### config.mk
export PLATFORM = sky130hd
export DESIGN_NAME = motor_setpoint_register_bank
export DESIGN_NICKNAME = d
export VERILOG_FILES = /design/src/hw/motor_setpoint_pkg.sv /design/src/hw/setpoint_slot.sv /design/src/hw/motor_setpoint_register_bank.sv
export VERILOG_INCLUDE_DIRS = /design/src /design/src/hw
export SDC_FILE = /design/constraint.sdc
export NUM_CORES = 1
export LEC_CHECK = 0
export BUFFER_PORTS_ARGS = -buffer_cell sky130_fd_sc_hd__buf_4
export CORE_MARGIN = 3
export CORE_UTILIZATION = 50
export CTS_CLUSTER_DIAMETER = 80
export DETAILED_ROUTE_END_ITERATION = 6
export PLACE_DENSITY = 0.76
export SLEW_MARGIN = 0
export SYNTH_ARGS = -nofsm -noshare
export SYNTH_HDL_FRONTEND = slang
export SYNTH_SLANG_ARGS = --single-unit
export TNS_END_PERCENT = 30
### constraint.sdc
create_clock -name core_clk -period 10.3 [get_ports core_clk]
set_input_delay 2.06 -clock core_clk [delete_from_list [all_inputs] [get_ports core_clk]]
set_output_delay 2.06 -clock core_clk [all_outputs]
set_load 0.05 [all_outputs]
### src/hw/motor_setpoint_cfg.svh
// Named constants for the motor setpoint register bank: command codes, field layout, scaling.
// Assumes inclusion by bare name from any design file; holds definitions only.
`ifndef MOTOR_SETPOINT_CFG_SVH
`define MOTOR_SETPOINT_CFG_SVH

// Write command for the base speed setpoint; the other setpoints follow at +1, +2, +3.
`define CMD_WR_BASE      8'h00
// Read command for the base speed setpoint; reads of the others follow at +1, +2, +3.
`define CMD_RD_BASE      8'h40
// Bit of a command byte that marks a two-byte read request.
`define CMD_RD_BIT       6
// Lock, unlock and save commands, carried in ordinary five-byte write frames.
`define CMD_LOCK         8'h20
`define CMD_UNLOCK       8'h21
`define CMD_SAVE         8'h22
// Bit that marks an address byte on the link.
`define ADDR_FLAG_BIT    7
// Mask applied to the check byte sum.
`define CHK_MASK         8'h7F
// Flag ORed into the acknowledge byte on a check error.
`define ACK_ERR          8'h80
// Flag ORed into the acknowledge byte on success.
`define ACK_OK           8'h00
// Number of setpoints held by the bank.
`define NUM_SP           4
// Index of each setpoint inside the bank.
`define SP_SPEED         0
`define SP_DRIVE_AMP     1
`define SP_BRAKE_AMP     2
`define SP_RISE_RAMP     3
// Full-scale setpoint code and the duty, in hundredths of a percent, that it maps to.
`define SP_FULL          26'h000_0FFF
`define DUTY_MAX_CENTI   26'h000_25E4
// Reset value of every setpoint and of the duty outputs.
`define SP_RESET         12'h000
`define DUTY_RESET       14'h0000
// Bytes in a read reply.
`define RD_REPLY_BYTES   2'h3
// Bytes in a write acknowledge.
`define ACK_BYTES        2'h1

`endif

### src/hw/motor_setpoint_pkg.sv
// Types shared by the motor setpoint register bank and its setpoint slots.
// Assumes nothing beyond a SystemVerilog compiler.
package motor_setpoint_pkg;

  // A twelve-bit unsigned setpoint code.
  typedef logic [11:0] setpoint_t;

  // Duty in hundredths of a percent, 0 to 9700.
  typedef logic [13:0] duty_t;

  // Serial frame parser state, one-hot.
  typedef enum logic [4:0] {
    ST_IDLE = 5'b00001,
    ST_CMD  = 5'b00010,
    ST_D1   = 5'b00100,
    ST_D2   = 5'b01000,
    ST_CHK  = 5'b10000
  } frame_state_t;

endpackage : motor_setpoint_pkg

### src/hw/setpoint_slot.sv
// One setpoint: tracks its analog source, takes serial overrides, and honours the lock.
// Assumes a synchronised active-low reset and digitised inputs synchronous to the clock.
module setpoint_slot (
  input  wire logic                          clk,
  input  wire logic                          rst_n,
  input  wire motor_setpoint_pkg::setpoint_t adc,
  input  wire motor_setpoint_pkg::setpoint_t src,
  input  wire logic                          wr,
  input  wire motor_setpoint_pkg::setpoint_t wr_data,
  input  wire logic                          lock,
  output motor_setpoint_pkg::setpoint_t      value
);
  import motor_setpoint_pkg::*;
  `include "motor_setpoint_cfg.svh"

  setpoint_t value_q;    // Held setpoint.
  setpoint_t value_d;    // Next setpoint.
  setpoint_t ref_q;      // Analog reading seen at the last write, reload or locked cycle.
  setpoint_t ref_d;      // Next reference reading.
  logic      over_q;     // A serial write is in force.
  logic      over_d;     // Next override flag.

  // The reference is refreshed while locked, so only movement after unlock reloads.
  wire adc_moved = (adc != ref_q);

  // Next-state logic; a write wins over both lock and analog movement.
  always_comb begin
    value_d = value_q;
    ref_d   = ref_q;
    over_d  = over_q;
    if (wr) begin
      value_d = wr_data;
      ref_d   = adc;
      over_d  = 1'b1;
    end else if (lock) begin
      ref_d   = adc;
    end else if (adc_moved) begin
      value_d = src;
      ref_d   = adc;
      over_d  = 1'b0;
    end else if (!over_q) begin
      value_d = src;
    end
  end

  // Nothing survives a restart; the slot falls back to tracking its source.
  always_ff @(posedge clk or negedge rst_n) begin
    if (!rst_n) begin
      value_q <= `SP_RESET;
      ref_q   <= `SP_RESET;
      over_q  <= 1'b0;
    end else begin
      value_q <= value_d;
      ref_q   <= ref_d;
      over_q  <= over_d;
    end
  end

  assign value = value_q;
endmodule : setpoint_slot

### src/hw/motor_setpoint_register_bank.sv
// Setpoint register bank of a brushed motor PWM controller, reached over an addressed byte link.
// Assumes bytes already deserialised by a UART and digitised analog inputs on core_clk.
// What this block does
// - Speed setpoint tracks ramped speed input by default.
// - Written speed holds while input reading unchanged.
// - Input movement replaces an overridden speed setpoint.
// - Lock freezes speed setpoint against input changes.
// - Setpoint 4095 gives 97 percent, 0 gives 0.
// - Speed is base duty; limiters may lower it.
// - Restart discards written values; flash saves survive.
// - Drive current limit: write 0x01, read 0x41.
// - Drive current limit tracks its pot by default.
// - Limit writes override until their input moves.
// - Lock keeps limits against analog input changes.
// - Braking current limit: write 0x02, read 0x42.
// - Braking limit tracks its pot by default.
// - Rise ramp value steers acceleration, tracks pot.
// - Setpoints are twelve bits, 0 to 4095.
// - Address bytes MSB one, all others zero.
// - Check byte is masked sum of three.
// - Write acknowledged by address, 0x80 flag on error.
// - Read request two bytes; reply three bytes.
module motor_setpoint_register_bank
  import motor_setpoint_pkg::*;
#(
  parameter logic [6:0] DEV_ADDR = 7'h00   // Link address of this controller.
)
(
  input  wire logic       core_clk,        // System clock, 20 MHz.
  input  wire logic       reset_n,         // Asynchronous active-low reset.
  input  wire logic [7:0] rx_byte,         // Received link byte.
  input  wire logic       rx_valid,        // Received byte is present.
  output logic            rx_ready,        // Bank can take a byte.
  output logic      [7:0] tx_byte,         // Byte to send.
  output logic            tx_valid,        // Byte to send is present.
  input  wire logic       tx_ready,        // Transmitter takes the byte.
  input  wire setpoint_t  speed_adc,       // Digitised speed input.
  input  wire setpoint_t  speed_ramped,    // Speed input after the ramp stage.
  input  wire setpoint_t  drive_amp_adc,   // Digitised drive current limit pot.
  input  wire setpoint_t  brake_amp_adc,   // Digitised braking current limit pot.
  input  wire setpoint_t  rise_ramp_adc,   // Digitised ramp pot.
  input  wire duty_t      duty_cap,        // Ceiling from current limit and braking logic.
  output setpoint_t       base_duty_setpoint,
  output setpoint_t       drive_amp_ceiling_setpoint,
  output setpoint_t       braking_amp_ceiling_setpoint,
  output setpoint_t       rise_ramp_time_setpoint,
  output duty_t           base_duty,       // Base duty in hundredths of a percent.
  output duty_t           applied_duty,    // Base duty after the external ceiling.
  output logic            lock_active,     // Lock command in force.
  output logic            save_strobe      // One-cycle request to store setpoints in flash.
);
  import motor_setpoint_pkg::*;
  `include "motor_setpoint_cfg.svh"

  // Masked sum used for both incoming checks and outgoing replies.
  function automatic logic [7:0] check_of(input logic [7:0] c, input logic [7:0] a,
                                          input logic [7:0] b);
    logic [7:0] s;
    s = c + a + b;
    return s & `CHK_MASK;
  endfunction

  // Linear map from a setpoint code to hundredths of a percent of duty.
  function automatic duty_t duty_of(input setpoint_t sp);
    logic [25:0] p;
    p = 26'(sp) * `DUTY_MAX_CENTI;
    return 14'(p / `SP_FULL);
  endfunction

  // Reset release through two flip-flops.
  logic rst_meta_q;     // First stage, read only by the second.
  logic rst_n_q;        // Synchronised reset used everywhere else.

  // The asynchronous assert keeps outputs quiet at once; release waits two edges.
  always_ff @(posedge core_clk or negedge reset_n) begin
    if (!reset_n) begin
      rst_meta_q <= 1'b0;
      rst_n_q    <= 1'b0;
    end else begin
      rst_meta_q <= 1'b1;
      rst_n_q    <= rst_meta_q;
    end
  end

  frame_state_t state_q;      // Frame parser state.
  frame_state_t state_d;      // Next parser state.
  logic [7:0]   cmd_q;        // Command byte of the frame.
  logic [7:0]   d1_q;         // First data byte.
  logic [7:0]   d2_q;         // Second data byte.
  logic [23:0]  tx_sh_q;      // Reply bytes, oldest in the top lane.
  logic [1:0]   tx_cnt_q;     // Reply bytes still to send.
  logic         lock_q;       // Lock in force.
  logic         save_q;       // Save request pulse.
  duty_t        base_duty_q;  // Registered base duty.
  duty_t        applied_q;    // Registered applied duty.
  setpoint_t    sp_value [`NUM_SP];  // Held setpoints.
  setpoint_t    sp_adc   [`NUM_SP];  // Inputs watched for movement.
  setpoint_t    sp_src   [`NUM_SP];  // Values loaded while tracking.

  // Byte acceptance stalls while a reply is draining, so replies never overlap.
  assign rx_ready = (tx_cnt_q == 2'h0);
  wire rx_take    = rx_valid && rx_ready;
  wire is_addr    = rx_byte[`ADDR_FLAG_BIT];
  wire addr_hit   = is_addr && (rx_byte[6:0] == DEV_ADDR);
  wire data_take  = rx_take && !is_addr;
  wire is_read    = rx_byte[`CMD_RD_BIT];
  wire rd_req     = data_take && (state_q == ST_CMD) && is_read;
  wire frame_end  = data_take && (state_q == ST_CHK);
  wire chk_ok     = (rx_byte == check_of(cmd_q, d1_q, d2_q));
  wire wr_commit  = frame_end && chk_ok;
  wire [13:0] wr_word = {d1_q[6:0], d2_q[6:0]};
  wire setpoint_t wr_data = wr_word[11:0];

  // Reads beyond the bank return zero data with a valid check byte.
  wire [7:0]  rd_off  = rx_byte - `CMD_RD_BASE;
  wire        rd_hit  = (rd_off < 8'(`NUM_SP));
  wire setpoint_t rd_val = rd_hit ? sp_value[rd_off[1:0]] : `SP_RESET;
  wire [7:0]  rd_b1   = {3'h0, rd_val[11:7]};
  wire [7:0]  rd_b2   = {1'h0, rd_val[6:0]};
  wire [7:0]  ack     = {1'b0, DEV_ADDR} | (chk_ok ? `ACK_OK : `ACK_ERR);

  // Parser: an address byte restarts the frame anywhere; a foreign one sends us idle.
  always_comb begin
    state_d = state_q;
    if (rx_take) begin
      if (is_addr) begin
        state_d = addr_hit ? ST_CMD : ST_IDLE;
      end else begin
        case (state_q)
          ST_IDLE: state_d = ST_IDLE;
          ST_CMD:  state_d = is_read ? ST_IDLE : ST_D1;
          ST_D1:   state_d = ST_D2;
          ST_D2:   state_d = ST_CHK;
          ST_CHK:  state_d = ST_IDLE;
          default: state_d = ST_IDLE;
        endcase
      end
    end
  end

  // Parser state and frame byte capture.
  always_ff @(posedge core_clk or negedge rst_n_q) begin
    if (!rst_n_q) begin
      state_q <= ST_IDLE;
      cmd_q   <= 8'h00;
      d1_q    <= 8'h00;
      d2_q    <= 8'h00;
    end else begin
      state_q <= state_d;
      if (data_take && (state_q == ST_CMD)) cmd_q <= rx_byte;
      if (data_take && (state_q == ST_D1))  d1_q  <= rx_byte;
      if (data_take && (state_q == ST_D2))  d2_q  <= rx_byte;
    end
  end

  // Reply shifter: one acknowledge after a write frame, three bytes after a read.
  always_ff @(posedge core_clk or negedge rst_n_q) begin
    if (!rst_n_q) begin
      tx_sh_q  <= 24'h00_0000;
      tx_cnt_q <= 2'h0;
    end else if (rd_req) begin
      tx_sh_q  <= {rd_b1, rd_b2, check_of(rx_byte, rd_b1, rd_b2)};
      tx_cnt_q <= `RD_REPLY_BYTES;
    end else if (frame_end) begin
      tx_sh_q  <= {ack, 16'h0000};
      tx_cnt_q <= `ACK_BYTES;
    end else if (tx_valid && tx_ready) begin
      tx_sh_q  <= {tx_sh_q[15:0], 8'h00};
      tx_cnt_q <= tx_cnt_q - 2'h1;
    end
  end

  assign tx_valid = (tx_cnt_q != 2'h0);
  assign tx_byte  = tx_sh_q[23:16];

  // Lock, unlock and save act only on frames whose check byte matched.
  always_ff @(posedge core_clk or negedge rst_n_q) begin
    if (!rst_n_q) begin
      lock_q <= 1'b0;
      save_q <= 1'b0;
    end else begin
      if (wr_commit && (cmd_q == `CMD_LOCK))   lock_q <= 1'b1;
      if (wr_commit && (cmd_q == `CMD_UNLOCK)) lock_q <= 1'b0;
      save_q <= wr_commit && (cmd_q == `CMD_SAVE);
    end
  end

  assign lock_active = lock_q;
  assign save_strobe = save_q;

  // Source wiring: speed loads the ramped value but watches the raw reading for movement.
  assign sp_adc[`SP_SPEED]     = speed_adc;
  assign sp_src[`SP_SPEED]     = speed_ramped;
  assign sp_adc[`SP_DRIVE_AMP] = drive_amp_adc;
  assign sp_src[`SP_DRIVE_AMP] = drive_amp_adc;
  assign sp_adc[`SP_BRAKE_AMP] = brake_amp_adc;
  assign sp_src[`SP_BRAKE_AMP] = brake_amp_adc;
  assign sp_adc[`SP_RISE_RAMP] = rise_ramp_adc;
  assign sp_src[`SP_RISE_RAMP] = rise_ramp_adc;

  // One slot per setpoint; the write code selects the slot.
  for (genvar i = 0; i < `NUM_SP; i++) begin : g_slot
    wire wr_here = wr_commit && (cmd_q == (`CMD_WR_BASE + 8'(i)));
    setpoint_slot u_slot (
      .clk     (core_clk),
      .rst_n   (rst_n_q),
      .adc     (sp_adc[i]),
      .src     (sp_src[i]),
      .wr      (wr_here),
      .wr_data (wr_data),
      .lock    (lock_q),
      .value   (sp_value[i])
    );
  end

  assign base_duty_setpoint           = sp_value[`SP_SPEED];
  assign drive_amp_ceiling_setpoint   = sp_value[`SP_DRIVE_AMP];
  assign braking_amp_ceiling_setpoint = sp_value[`SP_BRAKE_AMP];
  assign rise_ramp_time_setpoint      = sp_value[`SP_RISE_RAMP];

  // Duty scaling; the limiter ceiling can only lower the base value.
  wire duty_t base_now = duty_of(sp_value[`SP_SPEED]);
  always_ff @(posedge core_clk or negedge rst_n_q) begin
    if (!rst_n_q) begin
      base_duty_q <= `DUTY_RESET;
      applied_q   <= `DUTY_RESET;
    end else begin
      base_duty_q <= base_now;
      applied_q   <= (duty_cap < base_now) ? duty_cap : base_now;
    end
  end

  assign base_duty    = base_duty_q;
  assign applied_duty = applied_q;
endmodule : motor_setpoint_register_bank

==> out/qor.yml <==
clock_tree:
  clkTransAtPathRegs_ns: 0.08
  clock_latency_ns: 0.46
  cts_made_buffers: 17
  clock_sinks: 183
  h-tree-depth: 4
  clock_path_buffers: 2
  root_buffer: "clkbuf_16"
  cts_tree: "yes"
timing:
  final-max-slew-violation-count: 0
  fin_skew_ns: 0.0136
  worstMarginPinSlew_ns: 1.20
  rsz0062_at_grt: "true"
  fin_crit_sh: 1.58
  fmax_ghz: 0.0614
  setup_ws_ns: -6.00
  maxSlewHeadroom: 0.193
  period_minus_slack_ns: 16.30
  hold_viol_final: 0
  setup_viol: 21
yosys:
  yosys_register_bits: 183
  syn_avg_cell_area_um2: 9.21
  synth_cell_types: 115
  seq_area_frac_synth: 0.273
  synth_cells: 1822
  synth-warning-count: 0
  synthTopCellsByArea: "dfrtp_1 27%, ha_1 8.1%, fa_1 6.7%"
  async_flop_share: 1.00
  synth.top_cell.area_share: 0.271
  synth_enable_flop_cells: 0
  synthesis.nets: 2072
  synth_top_area_cell: "dfrtp_1"
  synth_ff_type: "dfrtp_1"
  syn_area_mm2: 0.0168
critical_path:
  r2r-start: "g_slot[0].u_slot.value[7]"
  max_stage_delay_ns: 0.58
  cp_data_arrival_time_ns: 16.63
  cp_common_cell: "buf_4"
  rrSetupSlack_ns: -6.00
  critPathLaunchType: "register"
  rr_endpoint: "applied_duty[1]"
  end_kind: "register"
  reg2reg_depth: 74
  crit_slowest_cell: "or4_4"
  path_class: "reg -> reg"
  cp_top_family: "simple AND/OR/NAND/NOR gates"
  path_max_fanout: 6
  required_ns: 10.63
  crit_buf_inv: 29
final_layout:
  n_antenna_cell: 0
  drive_above_1_share: 0.461
  layout_commonest_cell: "buf_4"
  area_growth_pct: 49.8
  nets: 2761
  stdcell_area_mm2: 0.0251
  layout_common_cells: "745 x buf_4, 170 x dfrtp_1, 120 x nor2_1, 107 x a21oi_1, 102 x nand2_1"
global_route:
  met1_usage: 0.414
  grt_first_pass_wirelength_mm: 95.6
  met3_usage: 0.0646
  top_usage_layer: "met2"
  grt_pass1_vias: 18300
  grt_usage: 0.330
  grt_overflow: 0
  grtUsageMet2: 0.562
  grt_start_max_net_pins: 83
  antenna_found_initial: 0
die:
  die-area_mm2: 0.0358
  dieWidth_um: 189
  io_pins: 174
  die-height_um: 189
  rows: 66
  core_mm2: 0.0328
  initial_core_util: 0.512
drt:
  drt-wirelength-per-cell_um: 22.1
  drt_iter0_drc: 2271
  num_vias: 18700
  ant_nets: 0
  dr.pass1.iters: 7
  vias_per_cell: 6.32
  routed_wl_mm: 65.5
  drc_errors: 0
placement:
  post-place-ws_ns: -5.74
  place_congestion: 0.979
  placed_cell_area_mm2: 0.0224
  hpwl_mm: 45.1
  io_buffers: 173
worst_hold_path:
  hold-path-endpoint: "rst_n_q"
  whs_path_depth: 0
  hold_path_class: "reg -> reg"
  holdCritStartpoint: "rst_meta_q"
outcome:
  violations: "setup timing"
  status: "complete, but fails checks"
job:
  maxCapViolCount: 0
metrics by stage:
stage                     instances   util  hold WS (ns)  setup TNS [ns]
final                          2966  0.767         0.370         -104.64
after global routing           2966  0.767         0.369         -113.61
after CTS                      2919  0.734         0.369          -93.19
after detailed placement       2820  0.682         0.349          -98.96
after global placement         2820  0.682         0.339          -95.76
after floorplan                1822      -         0.331          -83.39
timing repair:
item / CTS / global route
buffers inserted: 68 / 46
resized for setup: 117 / 130
pin swaps: 75 / 69
hold buffers: 0 / 0
gates cloned: 1 / 1
setup endpoints to repair: 21 / 22
worst register-to-register path, delay by kind of cell, from the launching register on:
family	cells	cell delay, ns
compound gates	16	3.67
xor+xnor	2	0.33
fa+ha+maj	6	2.80
buf+inv	29	3.72
flops	1	0.46
mux	2	0.38
simple gates	19	4.82
sequential cells by signal (all words and copies together), names as in the netlist:
| signal | flops |
|---|---|
| g_slot.u_slot.ref_q | 48 |
| g_slot.u_slot.value | 48 |
| tx_sh_q | 22 |
| applied_duty | 14 |
| base_duty | 14 |
| cmd_q | 8 |
| d1_q | 7 |
| d2_q | 7 |
| state_q | 5 |
| g_slot.u_slot.over_q | 4 |
| tx_cnt_q | 2 |
| lock_active | 1 |
| rst_meta_q | 1 |
| rst_n_q | 1 |
| save_strobe | 1 |
cell type report:
| cell class | count | area, um2 |
|---|---|---|
| multi-input cells | 1458 | 13100 |
| clock buffers | 17 | 425 |
| well taps | 442 | 553 |
| flip-flops and latches | 183 | 4600 |
| fillers | 1976 | 7650 |
| inverters | 76 | 288 |
| repair buffers | 775 | 5980 |
| clock inverters | 15 | 176 |
cell families after synthesis:
family,share of synthesized area
buffers and inverters,0.0454
other,0.000224
AND/OR/NAND/NOR,0.196
multiplexers,0.0885
adder cells (fa/ha/maj),0.149
flip-flops,0.273
AO/OA/AOI/OAI,0.183
XOR/XNOR,0.0644
routing by layer:
metal | part of all wire | up-vias
met5 | 0 | -
met1 | 0.37 | 9027
met4 | 0.056 | 0
met3 | 0.092 | 369
met2 | 0.48 | 1263
li1 | - | 8077
worst max path at each step:
stage                         startpoint                to  slack (ns)  cells past startpoint
2_1_floorplan  g_slot[0].u_slot.value[8]  applied_duty[10]       -5.00                     64
3_3_place_gp   g_slot[0].u_slot.value[6]  applied_duty[13]       -5.56                     63
3_5_place_dp   g_slot[0].u_slot.value[9]  applied_duty[13]       -5.74                     64
4_1_cts        g_slot[0].u_slot.value[7]   applied_duty[6]       -5.39                     72
5_1_grt        g_slot[0].u_slot.value[7]   applied_duty[1]       -6.45                     72
6_report       g_slot[0].u_slot.value[7]   applied_duty[1]       -6.00                     74
cells in the mapped netlist (15+ instances only):
library cell / n
o21ai_0: 61
dfrtp_1: 182
and2_1: 26
inv_1: 74
a211oi_1: 16
mux2i_1: 66
o31ai_1: 28
nand2b_1: 15
nand3_1: 60
nand4_1: 33
or3_1: 22
a31oi_1: 17
a21o_1: 25
nand2_1: 117
fa_1: 56
nor2b_1: 23
a21oi_1: 131
xor2_1: 23
ha_1: 108
and3_1: 24
nor3_1: 44
o211ai_1: 18
nor4_1: 26
xnor2_1: 96
nor2_1: 126
mux2_2: 26
clkbuf_1: 77
Power is left out: the tool's default activity adds up to more than one toggle a clock period on the data nets, which glitch-free logic cannot reach.
